[src/emx_pkg.sv]
// shared types and constants for the extended memory alu datapath
package emx_pkg;
  localparam int DATA_W = 8;
  localparam int ADDR_W = 12;
  localparam int NIB_W = 4;
  localparam int MSB = DATA_W - 1;
  localparam int LSB = 0;
  localparam int NIB_HI_LSB = NIB_W;

  localparam logic [NIB_W-1:0] NIB_LIMIT = 4'h9;
  localparam logic [DATA_W-1:0] ADJ_NONE = 8'h00;
  localparam logic [DATA_W-1:0] ADJ_LOW = 8'h06;
  localparam logic [DATA_W-1:0] ADJ_HIGH = 8'h60;
  localparam logic [DATA_W-1:0] ADJ_BOTH = 8'h66;
  localparam logic [DATA_W-1:0] BYTE_ZERO = 8'h00;
  localparam logic [DATA_W-1:0] BYTE_ONE = 8'h01;
  localparam logic [ADDR_W-1:0] ADDR_ZERO = 12'h000;
  localparam logic [DATA_W-1:0] WREG_RESET = 8'h00;

  typedef enum logic [4:0] {
    OP_MEM_INVERT = 5'h00,
    OP_MEM_INVERT_TO_WREG = 5'h01,
    OP_DECIMAL_FIXUP_TO_MEM = 5'h02,
    OP_MEM_MINUS_ONE = 5'h03,
    OP_MEM_MINUS_ONE_TO_WREG = 5'h04,
    OP_MEM_PLUS_ONE = 5'h05,
    OP_MEM_PLUS_ONE_TO_WREG = 5'h06,
    OP_FAR_MOVE_TO_WREG = 5'h07,
    OP_FAR_MOVE_TO_MEM = 5'h08,
    OP_FAR_BITWISE_UNION = 5'h09,
    OP_FAR_BITWISE_UNION_TO_MEM = 5'h0a,
    OP_MEM_ROTATE_UP = 5'h0b,
    OP_MEM_ROTATE_UP_TO_WREG = 5'h0c,
    OP_MEM_ROTATE_UP_VIA_FLAG = 5'h0d,
    OP_MEM_ROTATE_UP_VIA_FLAG_TO_WREG = 5'h0e,
    OP_MEM_ROTATE_DOWN = 5'h0f,
    OP_MEM_ROTATE_DOWN_TO_WREG = 5'h10,
    OP_MEM_ROTATE_DOWN_VIA_FLAG = 5'h11,
    OP_MEM_ROTATE_DOWN_VIA_FLAG_TO_WREG = 5'h12,
    OP_FAR_SUBTRACT_BORROW = 5'h13,
    OP_FAR_SUBTRACT_BORROW_TO_MEM = 5'h14
  } emx_op_t;

  typedef enum logic [1:0] {
    ST_IDLE = 2'b00,
    ST_READ = 2'b01,
    ST_CALC = 2'b10
  } emx_state_t;

  // status flags; carry is the unsigned spill flag
  typedef struct packed {
    logic zero;
    logic carry;
    logic halfSpill;
    logic signedSpill;
    logic auxSigned;
    logic chainedNil;
  } emx_flags_t;

  localparam emx_flags_t FLAGS_RESET = '0;

  typedef struct packed {
    emx_op_t op;
    logic [ADDR_W-1:0] addr;
  } emx_req_t;

  typedef struct packed {
    logic read;
    logic write;
    logic [ADDR_W-1:0] addr;
    logic [DATA_W-1:0] wrData;
  } emx_mem_t;
endpackage

[src/emx_alu.sv]
// extended memory alu datapath: working register, flags, memory sequencing
//
// How it works
// - invert memory byte, write back to same place, update zero only.
// - invert memory byte into working register, memory untouched, zero only.
// - decimal fixup adds six to low nibble if above nine or half spill.
// - decimal fixup adds six to high nibble if above nine or carry set.
// - fixup result is wreg plus 00/06/60/66 into memory; carry only.
// - minus one on memory byte, to memory or wreg; zero only.
// - plus one on memory byte, to memory or wreg; zero only.
// - move memory byte into working register, no flag changes.
// - move working register into memory byte, no flag changes.
// - OR of wreg and memory, to wreg or memory; zero only.
// - rotate up, bit 7 into bit 0, to memory or wreg; no flags.
// - rotate up through carry; carry into bit 0, bit 7 into carry.
// - rotate down, bit 0 into bit 7, to memory or wreg; no flags.
// - rotate down through carry; carry into bit 7, bit 0 into carry.
// - subtract with borrow into wreg, all six arithmetic flags updated.
// - memory form of subtract with borrow, same flags, result to memory.
// - carry cleared on negative difference, set on zero or positive.
// - full flat address reaches every data memory section, no banking.
`timescale 1ns/1ps
module emx_alu
  import emx_pkg::*;
(
  // clock and reset
  input wire logic mclk,
  input wire logic reset_n,
  // operation request from the sequencer
  input wire logic opValid,
  input wire emx_pkg::emx_req_t opReq,
  output logic opReady,
  output logic opDone,
  // preset of working register and flags by the sequencer
  input wire logic presetLoad,
  input wire logic [emx_pkg::DATA_W-1:0] presetWreg,
  input wire emx_pkg::emx_flags_t presetFlags,
  // data memory port
  output emx_pkg::emx_mem_t memPort,
  input wire logic [emx_pkg::DATA_W-1:0] memRdData,
  // architectural state
  output logic [emx_pkg::DATA_W-1:0] workingRegister,
  output emx_pkg::emx_flags_t statusFlags
);
  typedef struct packed {
    emx_state_t state;
    emx_op_t op;
    logic ready;
    logic done;
    emx_mem_t mem;
    logic [DATA_W-1:0] wreg;
    emx_flags_t flags;
  } emx_core_t;

  emx_core_t cur;
  emx_core_t next_cur;

  logic [DATA_W-1:0] subDiff;
  emx_flags_t subFlags;

  // subtractor reads the port directly; read data stands only in the calc cycle
  emx_borrow_sub u_sub (
    .minuend(cur.wreg),
    .subtrahend(memRdData),
    .carryIn(cur.flags.carry),
    .chainIn(cur.flags.chainedNil),
    .diff(subDiff),
    .flags(subFlags)
  );

  // ops that never look at memory skip the read phase
  function automatic logic needsRead(input emx_op_t op);
    needsRead = !(op == OP_DECIMAL_FIXUP_TO_MEM || op == OP_FAR_MOVE_TO_MEM);
  endfunction

  // decimal fixup of the working register, high nibble judged on its original value
  logic [DATA_W-1:0] fixAdj;
  logic [DATA_W:0] fixSum;
  logic fixLow;
  logic fixHigh;

  always_comb begin
    fixLow = (cur.wreg[NIB_W-1:0] > NIB_LIMIT) || cur.flags.halfSpill;
    fixHigh = (cur.wreg[DATA_W-1:NIB_HI_LSB] > NIB_LIMIT) || cur.flags.carry;
    unique case ({fixHigh, fixLow})
      2'b00: fixAdj = ADJ_NONE;
      2'b01: fixAdj = ADJ_LOW;
      2'b10: fixAdj = ADJ_HIGH;
      2'b11: fixAdj = ADJ_BOTH;
    endcase
    fixSum = {1'b0, cur.wreg} + {1'b0, fixAdj};
  end

  // rotations shared by both destinations of each rotate op
  logic [DATA_W-1:0] rotUp;
  logic [DATA_W-1:0] rotDown;
  logic [DATA_W-1:0] rotUpCarry;
  logic [DATA_W-1:0] rotDownCarry;

  always_comb begin
    rotUp = {memRdData[MSB-1:LSB], memRdData[MSB]};
    rotDown = {memRdData[LSB], memRdData[MSB:LSB+1]};
    rotUpCarry = {memRdData[MSB-1:LSB], cur.flags.carry};
    rotDownCarry = {cur.flags.carry, memRdData[MSB:LSB+1]};
  end

  logic [DATA_W-1:0] res;
  logic toMem;
  logic toWreg;
  logic setZero;

  always_comb begin
    next_cur = cur;
    next_cur.done = 1'b0;
    next_cur.mem.read = 1'b0;
    next_cur.mem.write = 1'b0;
    res = BYTE_ZERO;
    toMem = 1'b0;
    toWreg = 1'b0;
    setZero = 1'b0;

    unique case (cur.state)
      ST_IDLE: begin
        if (opValid) begin
          next_cur.op = opReq.op;
          next_cur.mem.addr = opReq.addr;
          next_cur.ready = 1'b0;
          if (needsRead(opReq.op)) begin
            next_cur.mem.read = 1'b1;
            next_cur.state = ST_READ;
          end else begin
            next_cur.state = ST_CALC;
          end
        end else if (presetLoad) begin
          // preset only while idle so it cannot tear an operation
          next_cur.wreg = presetWreg;
          next_cur.flags = presetFlags;
        end
      end

      ST_READ: begin
        // memory answers one edge after the read strobe
        next_cur.state = ST_CALC;
      end

      ST_CALC: begin
        unique case (cur.op)
          OP_MEM_INVERT: begin
            res = ~memRdData;
            toMem = 1'b1;
            setZero = 1'b1;
          end

          OP_MEM_INVERT_TO_WREG: begin
            res = ~memRdData;
            toWreg = 1'b1;
            setZero = 1'b1;
          end

          OP_DECIMAL_FIXUP_TO_MEM: begin
            res = fixSum[DATA_W-1:0];
            toMem = 1'b1;
            // carry once set stays set so multi-byte sums chain
            next_cur.flags.carry = cur.flags.carry | fixSum[DATA_W];
          end

          OP_MEM_MINUS_ONE: begin
            res = memRdData - BYTE_ONE;
            toMem = 1'b1;
            setZero = 1'b1;
          end

          OP_MEM_MINUS_ONE_TO_WREG: begin
            res = memRdData - BYTE_ONE;
            toWreg = 1'b1;
            setZero = 1'b1;
          end

          OP_MEM_PLUS_ONE: begin
            res = memRdData + BYTE_ONE;
            toMem = 1'b1;
            setZero = 1'b1;
          end

          OP_MEM_PLUS_ONE_TO_WREG: begin
            res = memRdData + BYTE_ONE;
            toWreg = 1'b1;
            setZero = 1'b1;
          end

          OP_FAR_MOVE_TO_WREG: begin
            res = memRdData;
            toWreg = 1'b1;
          end

          OP_FAR_MOVE_TO_MEM: begin
            res = cur.wreg;
            toMem = 1'b1;
          end

          OP_FAR_BITWISE_UNION: begin
            res = cur.wreg | memRdData;
            toWreg = 1'b1;
            setZero = 1'b1;
          end

          OP_FAR_BITWISE_UNION_TO_MEM: begin
            res = cur.wreg | memRdData;
            toMem = 1'b1;
            setZero = 1'b1;
          end

          OP_MEM_ROTATE_UP: begin
            res = rotUp;
            toMem = 1'b1;
          end

          OP_MEM_ROTATE_UP_TO_WREG: begin
            res = rotUp;
            toWreg = 1'b1;
          end

          OP_MEM_ROTATE_UP_VIA_FLAG: begin
            res = rotUpCarry;
            next_cur.flags.carry = memRdData[MSB];
            toMem = 1'b1;
          end

          OP_MEM_ROTATE_UP_VIA_FLAG_TO_WREG: begin
            res = rotUpCarry;
            next_cur.flags.carry = memRdData[MSB];
            toWreg = 1'b1;
          end

          OP_MEM_ROTATE_DOWN: begin
            res = rotDown;
            toMem = 1'b1;
          end

          OP_MEM_ROTATE_DOWN_TO_WREG: begin
            res = rotDown;
            toWreg = 1'b1;
          end

          OP_MEM_ROTATE_DOWN_VIA_FLAG: begin
            res = rotDownCarry;
            next_cur.flags.carry = memRdData[LSB];
            toMem = 1'b1;
          end

          OP_MEM_ROTATE_DOWN_VIA_FLAG_TO_WREG: begin
            res = rotDownCarry;
            next_cur.flags.carry = memRdData[LSB];
            toWreg = 1'b1;
          end

          OP_FAR_SUBTRACT_BORROW: begin
            res = subDiff;
            toWreg = 1'b1;
            next_cur.flags = subFlags;
          end

          OP_FAR_SUBTRACT_BORROW_TO_MEM: begin
            res = subDiff;
            toMem = 1'b1;
            next_cur.flags = subFlags;
          end

          default: begin
            // undefined op code: finish with no effect
            res = cur.wreg;
          end
        endcase

        if (setZero) begin
          next_cur.flags.zero = (res == BYTE_ZERO);
        end
        if (toWreg) begin
          next_cur.wreg = res;
        end
        if (toMem) begin
          next_cur.mem.write = 1'b1;
          next_cur.mem.wrData = res;
        end
        next_cur.done = 1'b1;
        next_cur.ready = 1'b1;
        next_cur.state = ST_IDLE;
      end

      default: begin
        // illegal state code recovers to idle
        next_cur.state = ST_IDLE;
        next_cur.ready = 1'b1;
      end
    endcase
  end

  always_ff @(posedge mclk or negedge reset_n) begin
    if (!reset_n) begin
      cur.state <= ST_IDLE;
      cur.op <= OP_MEM_INVERT;
      cur.ready <= 1'b1;
      cur.done <= 1'b0;
      cur.mem.read <= 1'b0;
      cur.mem.write <= 1'b0;
      cur.mem.addr <= ADDR_ZERO;
      cur.mem.wrData <= BYTE_ZERO;
      cur.wreg <= WREG_RESET;
      cur.flags <= FLAGS_RESET;
    end else begin
      cur <= next_cur;
    end
  end

  // outputs straight from the state flops
  assign opReady = cur.ready;
  assign opDone = cur.done;
  assign memPort = cur.mem;
  assign workingRegister = cur.wreg;
  assign statusFlags = cur.flags;
endmodule

[src/emx_borrow_sub.sv]
// subtract with borrow and its six flags
`timescale 1ns/1ps
module emx_borrow_sub
  import emx_pkg::*;
(
  // operands
  input wire logic [emx_pkg::DATA_W-1:0] minuend,
  input wire logic [emx_pkg::DATA_W-1:0] subtrahend,
  input wire logic carryIn,
  input wire logic chainIn,
  // results
  output logic [emx_pkg::DATA_W-1:0] diff,
  output emx_pkg::emx_flags_t flags
);
  logic [DATA_W:0] wide;
  logic [NIB_W:0] lowWide;
  logic borrowIn;

  always_comb begin
    borrowIn = ~carryIn;
    wide = {1'b0, minuend} - {1'b0, subtrahend} - {{DATA_W{1'b0}}, borrowIn};
    lowWide = {1'b0, minuend[NIB_W-1:0]} - {1'b0, subtrahend[NIB_W-1:0]}
      - {{NIB_W{1'b0}}, borrowIn};
    diff = wide[DATA_W-1:0];
    flags.carry = ~wide[DATA_W];
    flags.halfSpill = ~lowWide[NIB_W];
    flags.zero = (diff == BYTE_ZERO);
    flags.signedSpill = (minuend[MSB] != subtrahend[MSB]) && (diff[MSB] != minuend[MSB]);
    // true sign of the difference, valid even on overflow
    flags.auxSigned = flags.signedSpill ^ diff[MSB];
    // chained zero only stays set while every byte of a chain was zero
    flags.chainedNil = flags.zero & chainIn;
  end
endmodule

[config.mk]
export PLATFORM = sky130hd
export DESIGN_NAME = emx_alu
export DESIGN_NICKNAME = d
export VERILOG_FILES = /design/src/emx_pkg.sv /design/src/emx_alu.sv /design/src/emx_borrow_sub.sv
export SDC_FILE = /design/constraint.sdc
export NUM_CORES = 1
export LEC_CHECK = 0
export ABC_AREA = 1
export BUFFER_PORTS_ARGS = -buffer_cell sky130_fd_sc_hd__buf_4
export CAP_MARGIN = 20
export CORE_MARGIN = 2
export CORE_UTILIZATION = 50
export DETAILED_ROUTE_END_ITERATION = 16
export GPL_ROUTABILITY_DRIVEN = 0
export PLACE_DENSITY_LB_ADDON = 0.1
export SKIP_CTS_REPAIR_TIMING = 1
export SLEW_MARGIN = 20
export SYNTH_ARGS = -nofsm -noshare
export SYNTH_HDL_FRONTEND = slang
export SYNTH_SLANG_ARGS = --single-unit
[constraint.sdc]
create_clock -name mclk -period 2.93 [get_ports mclk]
set_clock_uncertainty 0.05 [all_clocks]
set_input_delay 0.586 -clock mclk [delete_from_list [all_inputs] [get_ports mclk]]
set_output_delay 0.586 -clock mclk [all_outputs]
set_load 0.005 [all_outputs]
; ---- Word-level counts from Yosys, hierarchy flattened
; Index checks and enable logic that the tools add are counted.
[word_totals]
regBits = 45
in_bits = 43
out_inout_bits = 38
word_cells = 125
[classes]
n_addsub = 7
n_lt_le_gt_ge = 2
n_eq_ne = 36
n_mux = 27
n_bitwise = 9
n_reduce_logical = 29
[op_table]
columns = op, count
row1 = 8-bit case mux with 11 select lines, 1
row2 = 5-bit by 4-bit equality test with 1-bit output (second input constant), 9
row3 = 8-bit case mux with 4 select lines, 1
row4 = 14-bit 2-to-1 mux, 2
row5 = 14-bit case mux with 2 select lines, 1
row6 = 5-bit equality test (second input constant), 5
row7 = 8-bit 2-to-1 mux, 3
row8 = 5-bit by 3-bit equality test with 1-bit output (second input constant), 4
row9 = 2-bit OR reduction, 9
row10 = 8-bit logical NOT, 2
row11 = 4-bit AND reduction, 4
row12 = 5-bit by 2-bit equality test with 1-bit output (second input constant), 3
row13 = 1-bit 2-to-1 mux, 14
row14 = 11-bit OR reduction, 1
row15 = 10-bit OR reduction, 1
row16 = 8-bit by 8-bit adder with 9-bit output, 1
row17 = 8-bit by 8-bit subtractor with 9-bit output, 1
row18 = 9-bit by 1-bit subtractor with 9-bit output, 1
row19 = 8-bit by 1-bit adder with 8-bit output (second input constant), 1
row20 = 4-bit greater-than comparator (second input constant), 2
row21 = 2-bit != test (second input constant), 4
row22 = 8-bit NOT, 1
row23 = 8-bit bitwise OR, 1
row24 = 8-bit OR reduction, 1
row25 = 25 further kinds, 37

; ---- Depth between registers and ports, before layout
[logic_depth]
ltp_word = 10
mapped_depth = 21
mapped_depth_nobuf = 20

; ---- By module
; Synthesis repeated with hierarchy kept, for this count alone.
[hier_totals]
hier_cells = 669
area_unflattened_um2 = 4395.5
[modules_own_cells]
columns = module, instances, cells_each, area_per_inst_um2, seq_area_each_um2
row1 = emx_alu, 1, 553, 3708.6, 1127.3
row2 = emx_borrow_sub, 1, 116, 686.9, 0.0

; ---- Least setup slack after synthesis
; No wires, ideal clock.
[synth_path]
kind = input to register
from = in memRdData[3] (netlist name)
to = reg cur (netlist bit statusFlags[5])
setup_time_ns = 0.077
arrival_ns = 2.683
required_time_ns = 2.803
slack_ns = 0.120
path_stages = 15
path_buffers = 1
cell_sequence = clkbuf_1 -> inv_1 -> ha_1 -> ha_1 -> a21oi_1 -> or2_2 -> nand3_1 -> nand2_1 -> nand3_1 -> nand4_1 -> nor2_1 -> nand2_2 -> a21oi_2 -> nand4_1 -> a21oi_1
[synth_between]
elab_chain_cells = 7
word_cells_on_any_way = 13
classes_between = add/sub (4) / mux (5) / bitwise (2) / reduce/logical (2)
[synth_lines]
columns = item, line
row1 = start: declaration, emx_alu.sv:40  ; input wire logic [emx_pkg::DATA_W-1:0] memRdData,
row2 = 8-bit by 8-bit subtractor with 9-bit output, emx_borrow_sub.sv:21  ; wide = {1'b0, minuend} - {1'b0, subtrahend} - {{DATA_W{1'b0}}, borrowIn};
row3 = 9-bit by 1-bit subtractor with 9-bit output, emx_borrow_sub.sv:21
row4 = 8-bit case mux with 11 select lines, emx_alu.sv:147  ; unique case (cur.op)
row5 = 8-bit 2-to-1 mux, emx_alu.sv:122  ; unique case (cur.state)
row6 = 8-bit logical NOT, emx_alu.sv:276  ; next_cur.flags.zero = (res == BYTE_ZERO);
row7 = 1-bit 2-to-1 mux (*), emx_alu.sv:275  ; if (setZero) begin
row8 = 14-bit case mux with 2 select lines (*), emx_alu.sv:122
row9 = end signal: assignment, emx_alu.sv:311  ; cur <= next_cur;
row10 = end: declaration, emx_alu.sv:55  ; emx_core_t cur;
; Mark *: on every way between the ends. The rest lies on a longest branch, timed or not. The select of a mux whose other input is x is not followed.
; A chain may end at the register's enable or synchronous reset.

; ---- Worst setup path in the final report
[layout_path]
from = reg cur (netlist bit workingRegister[0])
to = reg cur (netlist bit statusFlags[5])
[layout_between]
elab_chain_cells = 10
word_cells_on_any_way = 18
classes_between = add/sub (3) / order compare (1) / eq/ne (3) / mux (6) / bitwise (1) / reduce/logical (4)
[layout_lines]
columns = item, line
row1 = 4-bit greater-than comparator, emx_alu.sv:83  ; fixLow = (cur.wreg[NIB_W-1:0] > NIB_LIMIT) || cur.flags.halfSpill;
row2 = 1-bit logical OR, emx_alu.sv:83
row3 = 2-bit equality test (tied with other cells), emx_alu.sv:85  ; unique case ({fixHigh, fixLow})
row4 = 8-bit case mux with 4 select lines, emx_alu.sv:85
row5 = 8-bit by 8-bit adder with 9-bit output, emx_alu.sv:91  ; fixSum = {1'b0, cur.wreg} + {1'b0, fixAdj};
row6 = 8-bit case mux with 11 select lines, emx_alu.sv:147
row7 = 8-bit 2-to-1 mux, emx_alu.sv:122
row8 = 8-bit logical NOT, emx_alu.sv:276
row9 = 1-bit 2-to-1 mux (*), emx_alu.sv:275
row10 = 14-bit case mux with 2 select lines (*), emx_alu.sv:122
; Marked as above.

==> flow_summary_export.csv <==
group,metric,value,unit
die,dieArea,9233,µm²
setup_path,crit_path_start_kind,"flop",
clocking,clkLatencyLatePin,0.31,ns
setup_path,critPathBufInv,2,
yosys,synthMostInstantiatedCell,"nand2_1",
global_route,grt_use_met2,46.18,%
die,fp.dieH,96.09,µm
global_route,gr-usage-met3,4.620,%
setup_path,path_cells,"inv_1 > fa_1 > inv_1 > ha_1 > xor2_1 > nand2_1 > nand2_1 > nand3b_1 > nor2_2 > nand2_1 > nor2_1 > nand3_1 > nor2_1 > nand4_1 > a21oi_2",
final_layout,drive_gt1_share,20.84,%
yosys,ys_top_cells_by_count,"nand2_1, nor2_1, inv_1",
detailed_routing,first_iter_violations,304,
global_route,antenna_found_initial,0,
final_layout,diodes,0,
hold_path,worstHoldPathType,"in2async",
sta,max_freq,362.4,MHz
sta,setup_ws,0.1710,ns
clocking,cts-htree-levels,2,
global_route,grt_pass1_wl,20240,µm
run_status,outcome,"finished, final reports clean",
power_and_ir_drop,power_density,982.5,nW/µm²
detailed_routing,routed_wl,12580,µm
yosys,synth_edf_count,0,
detailed_routing,dr_total_vias,4547,
global_route,grt_pass1_vias,4221,
setup_path,cp_slowest_cell,"fa_1",
global_route,grt_usage,28.47,%
setup_path,worstPathMaxFanout,2,
sta,final.setup.tns,0,ns
setup_path,cp_common_cell,"nand2_1",
sta,fin_crit_sh,94.16,%
clocking,clk_pin_slew,0.09,ns
clocking,numCtsBuffers,5,
setup_path,crit_start,"workingRegister[0]$_DFFE_PN0P_",
sta,setup_viol,0,
final_layout,final_nets,785,
detailed_routing,wl_per_cell,15.34,µm
clocking,root_buffer,"clkbuf_8",
power_and_ir_drop,ir_drop,392.2,µV
die,coreArea,8217,µm²
yosys,synth_fp_nets,720,
yosys,ys_seq_area_share,26.59,%
setup_path,cp-end-kind,"flop",
yosys,ys_ff_latch,45,
yosys,netlist-cell-type-count,47,
sta,whs,0.2086,ns
setup_path,slowest_delay,0.54,ns
yosys,async_reset_ff_share,100.0,%
yosys,yosys_warnings,0,
die,ios,81,
place,io_buffers,80,
detailed_routing,via_per_inst,5.545,
global_route,overflow,0,
yosys,synth.top_cell.area_share,25.97,%
final_layout,synthToLayoutAreaGrowth,17.08,%
setup_path,cp_top_family,"simple AND/OR/NAND/NOR gates",
detailed_routing,drc_errors,0,
die,rows,33,
sta,rsz0062_at_grt,"false",
die,start_util,51.61,%
clocking,clock_path_buffers,2,
clocking,cts_tree,"yes",
setup_path,arrival,2.95,ns
sta,tightest_slew,0.6058,ns
yosys,synthCells,649,
sta,period_minus_slack,2.759,ns
final_layout,final_util,60.42,%
detailed_routing,ant_nets,0,
yosys,syn_avg_cell_area,6.534,µm²
place,placedCellCount,810,
sta,maxSlewViolCount,0,
power_and_ir_drop,p_leak,2.710,nW
die,die_width,96.09,µm
setup_path,setup.worst_path.class,"reg2reg",
yosys,synth_area,4240,µm²
global_route,use_met1,37.41,%
final_layout,n_fill_cell,808,
place,place_ws,-0.09723,ns
global_route,busiest_layer,"met2",
detailed_routing,drtPass1Iterations,6,
yosys,yosys.area.top_type,"dfrtp_1",
setup_path,crit_required,3.12,ns
clocking,clock_sinks,45,
sta,maxSlewHeadroom,59.24,%
yosys,synth.area.top_cells,"dfrtp_1, nand2_1, ha_1",
global_route,grt_max_degree,46,
sta,finalHoldViolCount,0,
setup_path,regToRegStartpoint,"workingRegister[0]$_DFFE_PN0P_",
final_layout,final_cells,820,
yosys,synth_ff_type,"dfrtp_1",
place,dp_hpwl,9905,µm
job,cap_violations,0,
sequential cells by signal, summed over array words and instances (netlist names):
name             cells
opDone               1
statusFlags          6
opReady              1
cur                  7
workingRegister      8
memPort             22
layout by cell type (no fill, tap or decap), drive strengths merged, types with 2 or more instances in the layout:
cell type,count
a21oi,28
a221oi,3
buf,106
clkbuf,6
clkinv,2
dfrtp,44
fa,3
ha,25
inv,70
nand2,200
nand3,55
nand3b,7
nand4,8
nor2,79
nor3,3
o211ai,2
o21ai,39
o21bai,2
o22ai,10
o31ai,2
o41ai,2
xnor2,2
xor2,5
per-layer routing:
layer  routed length, µm  part of all wire (%)
met3                1038                   8.3
met2                5766                    46
met4                 491                   3.9
met5                   0                     0
met1                5281                    42
power breakdown:
group	switching, mW	internal (mW)	total (mW)
combinational	1.99	1.34	3.33
sequential	0.207	0.857	1.06
clock	0.229	0.256	0.485
total	2.43	2.45	4.88
path summary, 6_finish.rpt:
path                            slack, ns                              to  cells after the start
worst min register to register       0.44         memPort[12]$_DFFE_PN0P_                      2
worst max-delay path                 0.17      statusFlags[5]$_DFFE_PN0P_                     15
min in group mclk                    0.42         memPort[16]$_DFFE_PN0P_                      3
max in group asynchronous            2.17  workingRegister[4]$_DFFE_PN0P_                      1
worst min-delay path                 0.21          memPort[9]$_DFFE_PN0P_                      1
worst max register to register       0.17      statusFlags[5]$_DFFE_PN0P_                     15
area by class of cell:
cell class	instances	area, µm²	share of cell area, %
clock buffer	6	72.57	1.462
clock inverter	2	38.79	0.7813
inverter	71	269.0	5.418
multi-input combinational	485	2527	50.91
sequential	45	1130	22.76
tap	105	131.4	2.646
timing repair buffer	106	795.8	16.03
cell families (layout without fill, tap and decap cells):
group	after synthesis	count (layout)	synth area share (%)
buf+inv	119	185	14.28
xor+xnor	7	7	1.446
compound gates	94	94	12.75
flops	45	45	26.59
simple gates	356	356	36.15
fa+ha+maj	28	28	8.793
stage by stage:
stage / area [µm²] / total power, mW
after global routing: 4965 / 5.329
after CTS: 4927 / 4.758
final: 4965 / 4.878
after floorplan: 4240 / 3.343
after global placement: 4816 / 4.222
after detailed placement: 4816 / 4.261
No activity file was read; power rests on OpenSTA's default activity.
